--- src/rtl/etl_consts.svh ---
// constants for the exposure trigger and line control block
`ifndef ETL_CONSTS_SVH
`define ETL_CONSTS_SVH
`define ETL_NLINES 2
`define ETL_A_CTRL 6'h00
`define ETL_A_SETTLE 6'h04
`define ETL_A_HOLD 6'h08
`define ETL_A_EXP 6'h0C
`define ETL_A_PER 6'h10
`define ETL_A_RO 6'h14
`define ETL_A_BURST 6'h18
`define ETL_A_LSEL 6'h1C
`define ETL_A_STAT 6'h20
`define ETL_A_SWTRIG 6'h24
`define ETL_F_TEN 0
`define ETL_F_ORG 1
`define ETL_F_ACT 3
`define ETL_F_POL 6
`define ETL_F_XPW 8
`define ETL_F_BURST 9
`define ETL_F_FLIP 10
`define ETL_F_VAR 12
`define ETL_ORG_CC1 2'h0
`define ETL_ORG_SW 2'h1
`define ETL_ORG_TMR 2'h2
`define ETL_ORG_CNT 2'h3
`define ETL_ACT_RISE 3'h0
`define ETL_ACT_FALL 3'h1
`define ETL_ACT_ANY 3'h2
`define ETL_ACT_HIGH 3'h3
`define ETL_ACT_LOW 3'h4
`define ETL_POL_OFF 2'h0
`define ETL_RST_CTRL 13'h0000
`define ETL_RST_SETTLE 16'h0028
`define ETL_RST_HOLD 21'h0_0000
`define ETL_RST_EXP 24'h00_0FA0
`define ETL_RST_PER 24'h00_9C40
`define ETL_RST_RO 24'h00_1F40
`define ETL_RST_BURST 16'h0001
`define ETL_CLK_NS 25
`define ETL_US_NS 1000
`define ETL_CYC_US (`ETL_US_NS / `ETL_CLK_NS)
`define ETL_LAT_NS 3230
`define ETL_LAT_CYC ((`ETL_LAT_NS + `ETL_CLK_NS - 1) / `ETL_CLK_NS)
`define ETL_GAP_NS 62000
`define ETL_GAP_CYC ((`ETL_GAP_NS + `ETL_CLK_NS - 1) / `ETL_CLK_NS)
`define ETL_HOLD_MAX 2000000
`endif

--- src/rtl/etl_pkg.sv ---
// types for the exposure trigger and line control block
package etl_pkg;
  typedef enum logic [1:0] {
    ETL_IDLE,
    ETL_HOLD,
    ETL_WAIT,
    ETL_EXPOSE
  } etl_state_t;
endpackage : etl_pkg

--- src/rtl/etl_trigger_ctrl.sv ---
// exposure trigger qualification, line conditioning and frame timing
`timescale 1ns/1ps
`include "etl_consts.svh"
// Operation
// RULE1 - selected line level reads low false, high true
// RULE2 - all line levels in one word, line1 lowest
// RULE3 - polarity flip inverts line before use
// RULE4 - edge recognised only after settle interval
// RULE5 - line direction reported read only
// RULE6 - burst start yields at most limit frames
// RULE7 - triggering off runs from internal timers
// RULE8 - triggering on starts only from chosen origin
// RULE9 - frame grabber drives cc1 trigger pulses
// RULE10 - software command gives one trigger
// RULE11 - timer or counter done may trigger
// RULE12 - overlap off discards triggers during frame
// RULE13 - exposure waits minimum trigger latency; the code waits it only with the variant bit set
// RULE14 - readout overlap accepts from readout start
// RULE15 - overlap variant waits readout end plus gap
// RULE16 - short exposure delayed to end with readout
// RULE17 - next readout starts right at readout end
// RULE18 - pulse exposure extended until readout completes
// RULE19 - edge or level activation after inversion
// RULE20 - accepted trigger delayed by hold off microseconds
// RULE21 - pulse exposure spans active to opposite edge
// RULE22 - overlap off pulse trigger discarded entirely
module etl_trigger_ctrl (
  input wire logic clock_i,
  input wire logic sys_rst_i,
  input wire logic [5:0] addr_i,
  input wire logic [31:0] wdata_i,
  input wire logic wr_i,
  input wire logic rd_i,
  output logic [31:0] rdata_o,
  input wire logic [1:0] cc_line_i,
  input wire logic timer_one_done_event_i,
  input wire logic counter_one_done_event_i,
  output logic exposure_o,
  output logic readout_o,
  output logic trig_reject_o
);
  localparam int NL = `ETL_NLINES;

  logic [12:0] ctrl;
  logic [15:0] settle;
  logic [20:0] hold;
  logic [23:0] exp_len;
  logic [23:0] per_len;
  logic [23:0] ro_len;
  logic [15:0] burst_lim;
  logic lsel;
  logic sw_trig;
  logic [NL-1:0] sync_l;
  logic [NL-1:0] stable_l;
  logic cc1_q;
  logic [23:0] per_cnt;
  logic [15:0] burst_left;
  etl_pkg::etl_state_t state;
  logic [20:0] hold_left;
  logic [5:0] pre;
  logic [11:0] wcnt;
  logic seen_ro;
  logic [23:0] exp_left;
  logic [23:0] ro_left;
  logic [31:0] rd_mux;

  // register decode
  wire wr_ctrl = wr_i && (addr_i == `ETL_A_CTRL);
  wire wr_settle = wr_i && (addr_i == `ETL_A_SETTLE);
  wire wr_hold = wr_i && (addr_i == `ETL_A_HOLD);
  wire wr_exp = wr_i && (addr_i == `ETL_A_EXP);
  wire wr_per = wr_i && (addr_i == `ETL_A_PER);
  wire wr_ro = wr_i && (addr_i == `ETL_A_RO);
  wire wr_burst = wr_i && (addr_i == `ETL_A_BURST);
  wire wr_lsel = wr_i && (addr_i == `ETL_A_LSEL);
  wire wr_sw = wr_i && (addr_i == `ETL_A_SWTRIG);

  // an out of range hold off delay clamps to the longest allowed
  wire hold_big = wdata_i > 32'(`ETL_HOLD_MAX);
  wire [20:0] hold_w = hold_big ? 21'(`ETL_HOLD_MAX) : wdata_i[20:0];

  // control fields
  wire ten = ctrl[`ETL_F_TEN];
  wire [1:0] org = ctrl[`ETL_F_ORG +: 2];
  wire [2:0] act = ctrl[`ETL_F_ACT +: 3];
  wire [1:0] pol = ctrl[`ETL_F_POL +: 2];
  wire bm = ctrl[`ETL_F_BURST];
  wire [1:0] flip = ctrl[`ETL_F_FLIP +: 2];
  wire var_s = ctrl[`ETL_F_VAR];
  wire pol_off = pol == `ETL_POL_OFF;
  wire xpw = ctrl[`ETL_F_XPW] && ten && (org == `ETL_ORG_CC1);

  always_ff @(posedge clock_i) begin
    if (sys_rst_i) begin
      ctrl <= `ETL_RST_CTRL;
      settle <= `ETL_RST_SETTLE;
      hold <= `ETL_RST_HOLD;
      exp_len <= `ETL_RST_EXP;
      per_len <= `ETL_RST_PER;
      ro_len <= `ETL_RST_RO;
      burst_lim <= `ETL_RST_BURST;
      lsel <= 1'b0;
      sw_trig <= 1'b0;
    end else begin
      if (wr_ctrl) ctrl <= wdata_i[12:0];
      if (wr_settle) settle <= wdata_i[15:0];
      if (wr_hold) hold <= hold_w; // RULE20
      if (wr_exp) exp_len <= wdata_i[23:0];
      if (wr_per) per_len <= wdata_i[23:0];
      if (wr_ro) ro_len <= wdata_i[23:0];
      if (wr_burst) burst_lim <= wdata_i[15:0];
      if (wr_lsel) lsel <= wdata_i[0];
      sw_trig <= wr_sw && wdata_i[0]; // RULE10
    end
  end

  // per line synchroniser and settle filter
  genvar g;
  for (g = 0; g < NL; g++) begin : g_line
    logic s1;
    logic s2;
    logic st;
    logic [15:0] cnt;
    always_ff @(posedge clock_i) begin
      if (sys_rst_i) begin
        s1 <= 1'b0;
        s2 <= 1'b0;
        st <= 1'b0;
        cnt <= 16'h0000;
      end else begin
        s1 <= cc_line_i[g];
        s2 <= s1;
        if (s2 == st) begin
          cnt <= 16'h0000;
        end else if (cnt >= settle) begin
          st <= s2; // RULE4
          cnt <= 16'h0000;
        end else begin
          cnt <= cnt + 16'h0001;
        end
      end
    end
    assign sync_l[g] = s2;
    assign stable_l[g] = st;
  end

  // levels after polarity flip
  wire [NL-1:0] lvl_now = sync_l ^ flip; // RULE3
  wire [NL-1:0] lvl_db = stable_l ^ flip; // RULE3
  wire cc1 = lvl_db[0];
  wire rise = cc1 && !cc1_q;
  wire fall = !cc1 && cc1_q;
  wire is_rise = act == `ETL_ACT_RISE;
  wire is_fall = act == `ETL_ACT_FALL;
  wire is_any = act == `ETL_ACT_ANY;
  wire is_high = act == `ETL_ACT_HIGH;
  wire is_low = act == `ETL_ACT_LOW;
  wire cc_evt = (is_rise && rise) || (is_fall && fall) ||
    (is_any && (rise || fall)) || (is_high && cc1) ||
    (is_low && !cc1); // RULE19
  wire pulse_lvl = (is_fall || is_low) ? !cc1 : cc1; // RULE21

  // origin select; cc1 pulses come from the frame grabber
  wire src_evt = (org == `ETL_ORG_CC1) ? cc_evt : // RULE9
    (org == `ETL_ORG_SW) ? sw_trig : // RULE10
    (org == `ETL_ORG_TMR) ? timer_one_done_event_i : // RULE11
    counter_one_done_event_i; // RULE11
  wire per_tick = !ten && (per_cnt == 24'h00_0000);
  wire raw_trig = ten ? src_evt : per_tick; // RULE7 RULE8

  // acceptance window
  wire ro_act = ro_left != 24'h00_0000;
  wire ready = (state == etl_pkg::ETL_IDLE) &&
    (pol_off ? !ro_act : 1'b1); // RULE12 RULE14 RULE22
  wire trig_ok = raw_trig && ready && (burst_left == 16'h0000);
  wire burst_go = bm && (burst_left != 16'h0000) && ready;
  wire go = bm ? burst_go : trig_ok; // RULE6

  // exposure start conditions
  wire [11:0] need = seen_ro ? 12'(`ETL_GAP_CYC) : 12'(`ETL_LAT_CYC);
  wire start_var = !ro_act && (wcnt >= need); // RULE13 RULE15
  wire [24:0] exp_p1 = {1'b0, exp_len} + 25'h000_0001;
  wire align_ok = {1'b0, ro_left} <= exp_p1; // RULE16
  wire start_std = xpw ? 1'b1 : align_ok;
  wire start_exp = (state == etl_pkg::ETL_WAIT) &&
    (var_s ? start_var : start_std);
  // pulse mode holds exposure open until the old readout drains
  wire pw_end = !pulse_lvl && (ro_left <= 24'h00_0001); // RULE18
  wire end_exp = (state == etl_pkg::ETL_EXPOSE) &&
    (xpw ? pw_end : (exp_left <= 24'h00_0001)); // RULE21
  wire pre_tick = pre == 6'(`ETL_CYC_US - 1);

  always_ff @(posedge clock_i) begin
    if (sys_rst_i) begin
      cc1_q <= 1'b0;
      per_cnt <= 24'h00_0000;
      burst_left <= 16'h0000;
      trig_reject_o <= 1'b0;
    end else begin
      cc1_q <= cc1;
      if (ten || per_cnt == 24'h00_0000) begin
        per_cnt <= ten ? 24'h00_0000 : per_len - 24'h00_0001; // RULE7
      end else begin
        per_cnt <= per_cnt - 24'h00_0001;
      end
      if (!bm) begin
        burst_left <= 16'h0000;
      end else if (trig_ok) begin
        burst_left <= burst_lim; // RULE6
      end else if (burst_go) begin
        burst_left <= burst_left - 16'h0001;
      end
      trig_reject_o <= raw_trig && !trig_ok; // RULE12
    end
  end

  // frame sequencer
  always_ff @(posedge clock_i) begin
    if (sys_rst_i) begin
      state <= etl_pkg::ETL_IDLE;
      hold_left <= 21'h0_0000;
      pre <= 6'h00;
      wcnt <= 12'h000;
      seen_ro <= 1'b0;
      exp_left <= 24'h00_0000;
      exposure_o <= 1'b0;
    end else begin
      case (state)
        etl_pkg::ETL_IDLE: begin
          pre <= 6'h00;
          wcnt <= 12'h000;
          seen_ro <= 1'b0;
          hold_left <= hold;
          if (go) begin
            if (hold == 21'h0_0000) begin
              state <= etl_pkg::ETL_WAIT;
            end else begin
              state <= etl_pkg::ETL_HOLD; // RULE20
            end
          end
        end
        etl_pkg::ETL_HOLD: begin
          if (pre_tick) begin
            pre <= 6'h00;
            hold_left <= hold_left - 21'h0_0001; // RULE20
            if (hold_left == 21'h0_0001) begin
              state <= etl_pkg::ETL_WAIT;
            end
          end else begin
            pre <= pre + 6'h01;
          end
        end
        etl_pkg::ETL_WAIT: begin
          // counts restart while the old readout still runs
          if (ro_act) begin
            wcnt <= 12'h000;
            seen_ro <= 1'b1; // RULE15
          end else if (wcnt != 12'hFFF) begin
            wcnt <= wcnt + 12'h001; // RULE13
          end
          if (start_exp) begin
            state <= etl_pkg::ETL_EXPOSE;
            exp_left <= exp_len;
            exposure_o <= 1'b1;
          end
        end
        etl_pkg::ETL_EXPOSE: begin
          if (exp_left != 24'h00_0000) begin
            exp_left <= exp_left - 24'h00_0001;
          end
          if (end_exp) begin
            state <= etl_pkg::ETL_IDLE;
            exposure_o <= 1'b0;
          end
        end
        default: begin
          state <= etl_pkg::ETL_IDLE;
          exposure_o <= 1'b0;
        end
      endcase
    end
  end

  // readout: reload on exposure end overrides the last count
  always_ff @(posedge clock_i) begin
    if (sys_rst_i) begin
      ro_left <= 24'h00_0000;
      readout_o <= 1'b0;
    end else if (end_exp) begin
      ro_left <= ro_len; // RULE17
      readout_o <= ro_len != 24'h00_0000;
    end else if (ro_act) begin
      ro_left <= ro_left - 24'h00_0001;
      readout_o <= ro_left > 24'h00_0001;
    end else begin
      readout_o <= 1'b0;
    end
  end

  // read mux; all lines are inputs on this link
  wire [NL-1:0] dir_word = '0; // RULE5
  wire [31:0] stat_w = {24'h00_0000, burst_left != 16'h0000,
    readout_o, exposure_o, dir_word, lvl_now,
    lvl_now[lsel]}; // RULE1 RULE2

  always_comb begin
    if (addr_i == `ETL_A_CTRL) begin
      rd_mux = {19'h0_0000, ctrl};
    end else if (addr_i == `ETL_A_SETTLE) begin
      rd_mux = {16'h0000, settle};
    end else if (addr_i == `ETL_A_HOLD) begin
      rd_mux = {11'h000, hold};
    end else if (addr_i == `ETL_A_EXP) begin
      rd_mux = {8'h00, exp_len};
    end else if (addr_i == `ETL_A_PER) begin
      rd_mux = {8'h00, per_len};
    end else if (addr_i == `ETL_A_RO) begin
      rd_mux = {8'h00, ro_len};
    end else if (addr_i == `ETL_A_BURST) begin
      rd_mux = {16'h0000, burst_lim};
    end else if (addr_i == `ETL_A_LSEL) begin
      rd_mux = {31'h0000_0000, lsel};
    end else if (addr_i == `ETL_A_STAT) begin
      rd_mux = stat_w; // RULE1 RULE2
    end else begin
      rd_mux = 32'h0000_0000;
    end
  end

  always_ff @(posedge clock_i) begin
    if (sys_rst_i) begin
      rdata_o <= 32'h0000_0000;
    end else begin
      rdata_o <= rd_i ? rd_mux : 32'h0000_0000;
    end
  end
endmodule : etl_trigger_ctrl

--- config.mk ---
export PLATFORM = sky130hd
export DESIGN_NAME = etl_trigger_ctrl
export DESIGN_NICKNAME = d
export VERILOG_FILES = /design/src/rtl/etl_pkg.sv /design/src/rtl/etl_trigger_ctrl.sv
export VERILOG_INCLUDE_DIRS = /design/src /design/src/rtl
export SDC_FILE = /design/constraint.sdc
export NUM_CORES = 1
export LEC_CHECK = 0
export ABC_AREA = 1
export BUFFER_PORTS_ARGS = -buffer_cell sky130_fd_sc_hd__buf_2
export CAP_MARGIN = 20
export CORE_MARGIN = 5
export CORE_UTILIZATION = 55
export DETAILED_ROUTE_END_ITERATION = 12
export GPL_ROUTABILITY_DRIVEN = 0
export MAX_ROUTING_LAYER = met4
export PLACE_DENSITY = 0.72
export SYNTH_ARGS = -nofsm -noshare
export SYNTH_HDL_FRONTEND = slang
export SYNTH_SLANG_ARGS = --single-unit
--- constraint.sdc ---
create_clock -name clock_i -period 4.2 [get_ports clock_i]
set_clock_uncertainty 0.15 [all_clocks]
set_input_delay 0.42 -clock clock_i [delete_from_list [all_inputs] [get_ports clock_i]]
set_output_delay 0.42 -clock clock_i [all_outputs]
set_load 0.01 [all_outputs]
* Word-level counts from Yosys, hierarchy flattened
Index checks and enable logic that the tools add are counted.
** Word-level totals
- Bits in registers :: 327
- Input port bits :: 46
- Output and inout bits :: 35
- Word-level logic and storage cells :: 213
** Cells by class
- Add/sub/neg operators :: 10
- Magnitude comparators :: 8
- Eq/ne operators :: 30
- Multiplexer cells :: 53
- Bitwise gates (word level) :: 5
- Reduce and logical (&&, ||, !) cells :: 74
** Operator list (count)
- 24-bit two-way mux :: 9
- 24-bit by 1-bit subtractor with 24-bit output (second input constant) :: 4
- 24-bit nonzero test :: 3
- 16-bit two-way mux :: 4
- 21-bit two-way mux :: 3
- 24-bit by 1-bit <= comparator with 1-bit output (second input constant) :: 2
- 24-bit case mux with 2 select lines :: 1
- 21-bit case mux with 2 select lines :: 1
- 12-bit two-way mux :: 3
- 32-bit by 21-bit greater-than comparator with 1-bit output (second input constant) :: 1
- 1-bit logical AND :: 30
- 24-bit by 1-bit adder with 25-bit output (second input constant) :: 1
- 24-bit by 25-bit <= comparator with 1-bit output :: 1
- 6-bit by 5-bit equality test with 1-bit output (second input constant) :: 4
- 24-bit by 1-bit greater-than comparator with 1-bit output (second input constant) :: 1
- 24-bit zero test :: 1
- 12-bit case mux with 2 select lines :: 1
- 21-bit by 1-bit equality test with 1-bit output (second input constant) :: 1
- 21-bit zero test :: 1
- 21-bit by 1-bit subtractor with 21-bit output (second input constant) :: 1
- 6-bit equality test (second input constant) :: 3
- 1-bit two-way mux :: 17
- 16-bit by 1-bit adder with 16-bit output (second input constant) :: 1
- 16-bit greater-or-equal comparator :: 1
- 43 further kinds :: 85

* Depth between registers and ports, before layout
- Depth in word-level cells :: 15
- Depth in mapped cells :: 29
- Gate-level depth less buffers :: 28

* Least setup slack after synthesis
OpenSTA, ideal clock, no wires.
- Kind :: register to register
- Start :: register exp_len[2]
- End :: register exp_left[23]
- Setup time :: 113 ps
- Arrival :: 2941 ps
- Required time :: 3937 ps
- Path slack :: 996 ps
- Stages on the path, launching flop included :: 30
- Buffers on the path :: 2
- Clock period less this slack :: 3204 ps
- Path through :: dfxtp_1 buf_4 nand3_1 nor3_2 inv_2 nor3_2 nand3_1 nand3b_4 nor2_1 nand2_1 xor2_1 inv_1 ha_1 nand2_1 inv_1 o21ai_0 nand2_1 nand2_1 nand2_1 nand2_1 inv_2 nor2_1 nand2_1 nand2_1 nand2_2 nand2_8 nand2_4 buf_6 nor2_1 nor2_1
** Between the ends
- Cells in the longest elaborated chain, start to end :: 7
** Ends and longest elaborated chain
- start: declaration :: line etl_trigger_ctrl.sv:47 : logic [23:0] exp_len;
- start signal: assignment :: line etl_trigger_ctrl.sv:98 : exp_len <= `ETL_RST_EXP;
- start signal: assignment :: line etl_trigger_ctrl.sv:108 : if (wr_exp) exp_len <= wdata_i[23:0];
- 24-bit by 1-bit adder with 25-bit output :: line etl_trigger_ctrl.sv:182 : wire [24:0] exp_p1 = {1'b0, exp_len} + 25'h000_0001;
- 24-bit by 25-bit <= comparator with 1-bit output :: line etl_trigger_ctrl.sv:183 : wire align_ok = {1'b0, ro_left} <= exp_p1;
- 1-bit two-way mux :: line etl_trigger_ctrl.sv:184 : wire start_std = xpw ? 1'b1 : align_ok;
- 1-bit two-way mux :: line etl_trigger_ctrl.sv:186 : (var_s ? start_var : start_std);
- 1-bit logical AND :: line etl_trigger_ctrl.sv:185 : wire start_exp = (state == etl_pkg::ETL_WAIT) &&
- 2-bit inequality test (no line)
- 3-bit AND reduction (no line)
- end signal: assignment :: line etl_trigger_ctrl.sv:263 : exp_left <= exp_len;
- end signal: assignment :: line etl_trigger_ctrl.sv:269 : exp_left <= exp_left - 24'h00_0001;
- end: declaration :: line etl_trigger_ctrl.sv:63 : logic [23:0] exp_left;
No other way between the ends.
A chain may end at the register's enable or synchronous reset.

* Worst setup path after layout
- Start :: register exp_len[3]
- End :: register exp_left[8]
The elaborated chain is that of the path after synthesis.

==> flow_metrics.env <==
export IMPL_dominantRegCellSynth="dfxtp_1"
export IMPL_synth_top_area_share_pct=35.59
export IMPL_synth_mux_area_share_pct=0.05578
export IMPL_drtIter0Drc=2074
export IMPL_rows=66
export IMPL_final_cell_mix="nand2_1 (448), nor2_1 (320), dfxtp_1 (318)"
export IMPL_cp_slowest_stage_delay_ns=0.40
export IMPL_rr_worst_depth=25
export IMPL_area_growth_syn_to_layout_pct=9.539
export IMPL_routed_wl_mm=56.44
export IMPL_seqCellArea_um2=6387
export IMPL_crit_required_ns=4.49
export IMPL_coreArea_um2=32370
export IMPL_cts_tree="yes"
export IMPL_start_util_pct=55.43
export IMPL_numClockSinks=319
export IMPL_synth_xor_xnor_area_share_pct=4.979
export IMPL_syn_avg_cell_area_um2=6.896
export IMPL_cap_violations=0
export IMPL_synth_seq_cells=319
export IMPL_wire_per_inst_um=18.21
export IMPL_cpMostUsedCell="nand2_1"
export IMPL_ys_seq_area_share_pct=35.59
export IMPL_timing_setup_tns_ns=0
export IMPL_finalCriticalPeriod_ns=3.834
export IMPL_fin_util_pct=60.72
export IMPL_gr_usage_met3_pct=6.921
export IMPL_portBuffers=72
export IMPL_slew_headroom_pct=29.53
export IMPL_max_vdd_ir_drop_mv=0.4540
export IMPL_yosysTopAreaCell="dfxtp_1"
export IMPL_busiest_layer="met2"
export IMPL_synth_compound_area_share_pct=19.23
export IMPL_cts_htree_levels=2
export IMPL_critPathArrivalTime_ns=4.13
export IMPL_use_met1_pct=40.40
export IMPL_grt_max_degree=98
export IMPL_leakagePower_uw=0.008204
export IMPL_viasPerCell=5.829
export IMPL_post_route_period_util_pct=91.29
export IMPL_startpoint_type="flip-flop"
export IMPL_total_power_uw=11340
export IMPL_critPathKind="reg2reg"
export IMPL_hold_violations=0
export IMPL_postRouteAntennaNets=0
export IMPL_grt_pass1_wl_mm=89.95
export IMPL_layout_drive_gt1_share_pct=8.321
export IMPL_worstReg2RegEnd="exp_left[8]$_SDFFE_PP0P_"
export IMPL_grt_pass1_vias=17050
export IMPL_hold_ws_ns=0.04360
export IMPL_crit_slowest_cell="dfxtp_1"
export IMPL_cts_buffer_depth=3
export IMPL_synthArstFlopShare_pct=0
export IMPL_grt_antenna_before_repair=2
export IMPL_ys_warn_count=0
export IMPL_synth_cell_types=64
export IMPL_root_buffer="clkbuf_16"
export IMPL_hold_class="in2reg"
export IMPL_synth_top_family_by_area="simple AND/OR/NAND/NOR gates"
export IMPL_critical_path_startpoint="exp_len[3]$_SDFFE_PP0P_"
export IMPL_overflow=0
export IMPL_status="completed"
export IMPL_worstPathMaxFanout=37
export IMPL_io_pins=81
export IMPL_n_fill_cell=3023
export IMPL_clk_pin_slew_worst_paths_ns=0.07
export IMPL_synth_area_leaders="dfxtp_1 (36%), nand2_1 (9.4%), a21oi_1 (7.9%)"
export IMPL_cp_endpoint="exp_left[8]$_SDFFE_PP0P_"
export IMPL_die_area_um2=36340
export IMPL_final_common_cell="nand2_1"
export IMPL_dr_pass1_iters=6
export IMPL_drc=0
export IMPL_rr_startpoint="exp_len[3]$_SDFFE_PP0P_"
export IMPL_track_usage_pct=31.43
export IMPL_rsz0062_at_grt="false"
export IMPL_layout_nets=2745
export IMPL_multi_input_area_um2=9992
export IMPL_dpl_hpwl_mm=41.67
export IMPL_die_h_um=190.6
export IMPL_clock_latency_ns=0.54
export IMPL_synth_simple_gate_area_share_pct=26.69
export IMPL_max_freq_mhz=260.8
export IMPL_slew_viol_final=0
export IMPL_cp_end_kind="flip-flop"
export IMPL_die_w_um=190.6
export IMPL_reg2reg_slack_ns=0.37
export IMPL_vias=18070
export IMPL_synth_edff_count=0
export IMPL_grt_use_met2_pct=48.37
export IMPL_postCtsSetupBuffers=0
export IMPL_powerDensity_nw_per_um2=577.0
export IMPL_tightest_slew_ns=1.048
export IMPL_setup_viol=0
export IMPL_synthCells=2602
export IMPL_syn_area_um2=17940
export IMPL_synthAdderAreaFrac_pct=4.532
export IMPL_cts_made_buffers=36
## kinds of logic (layout without fill, tap and decap cells)
kind of cell / count (synthesis) / after routing
mux: 1 / 1
xor+xnor: 102 / 102
simple gates: 1083 / 1083
other cells: 1 / 10
compound gates: 637 / 637
buf+inv: 394 / 441
fa+ha+maj: 65 / 65
flops: 319 / 319
## area by class of cell
class	instances	area share [%]
multi-input combinational	1896	50.84
sequential	319	32.50
inverter	287	5.513
clock buffer	44	4.889
tap	442	2.814
timing repair buffer	94	2.725
clock inverter	16	0.7002
antenna	2	0.02546
## stage by stage
| step | instances | instance area (um^2) | worst slack, ns |
|---|---|---|---|
| 2_1_floorplan | 2609 | 17970 | 0.9964 |
| 3_3_place_gp | 3034 | 18510 | 0.5380 |
| 3_5_place_dp | 3034 | 18510 | 0.3314 |
| 4_1_cts | 3097 | 19640 | 0.3013 |
| 5_1_grt | 3100 | 19660 | 0.01033 |
| 6_report | 3100 | 19660 | 0.3657 |
## sequential cells by signal (all words and copies together), names as in the netlist, 16 cells and up
name / cells
burst_left: 16
per_cnt: 24
settle: 16
per_len: 24
hold_left: 21
exp_len: 24
ro_len: 24
hold: 21
g_line.cnt: 16
rdata_o: 24
ro_left: 24
exp_left: 24
burst_lim: 16
## Yosys cell counts (4+ instances only)
master and instances:
xnor2_1 28, nand2_1 448, o21a_1 4, nand3_2 11, nand3b_1 4, nand4_1 44
o22ai_1 7, nor2_1 322, nor2_2 13, a41oi_1 4, nor3_1 59, o221ai_1 7
buf_6 5, xor2_1 74, nand3_1 125, nand2_2 5, inv_1 276, inv_2 7
buf_4 13, o21ai_0 248, dfxtp_1 319, buf_2 12, a221oi_1 8, nor3_2 6
clkbuf_1 70, nor2_4 4, a21oi_1 285, o211ai_1 18, a211oi_1 7, ha_1 65
a31oi_1 22, or2_2 8, buf_1 5, nor4_1 21
## worst max-delay path: cells and delay by family, from the launching register on
kind / cells / cell delay [ns]
xor gates and xnor gates: 1 / 0.13
DFF: 1 / 0.40
and+or+nand+nor: 18 / 2.34
buffers and inverters: 4 / 0.33
adders and majority gates: 1 / 0.27
AOI/OAI and AO/OA: 1 / 0.14
## routing by layer
layer	share of wire, %	vias to the layer above	wire [um]
li1	-	8733	-
met1	42	8325	23520
met2	44	833	24820
met3	9.7	178	5463
met4	4.7	0	2637
met5	0	-	0
## report_power, final
group,internal (uW),leakage (uW),switching [uW],total [uW]
clock,1700,0.000533,1320,3010
combinational,1540,0.00509,3060,4600
sequential,3360,0.00258,370,3730
## timing repair
item                                    4_1_cts  5_1_grt
endpoints found under the setup margin        0       16
hold buffers                                  3        0
endpoints found under the hold margin         3        0
resized for setup                             0        1
## worst min-delay path by stage
| stage | from | end | slack, ns | depth (start not counted) |
|---|---|---|---|---|
| 2_1_floorplan | g_line[0].s1$_SDFF_PP0_ | g_line[0].s2$_SDFF_PP0_ | 0.24 | 2 |
| 3_3_place_gp | g_line[1].s1$_SDFF_PP0_ | g_line[1].s2$_SDFF_PP0_ | 0.24 | 2 |
| 3_5_place_dp | g_line[1].s1$_SDFF_PP0_ | g_line[1].s2$_SDFF_PP0_ | 0.24 | 2 |
| 4_1_cts | wr_i | sw_trig$_SDFF_PP0_ | 0.03 | 3 |
| 5_1_grt | wr_i | sw_trig$_SDFF_PP0_ | 0.03 | 3 |
| 6_report | wr_i | sw_trig$_SDFF_PP0_ | 0.04 | 3 |
(Power assumes the default switching activity.)
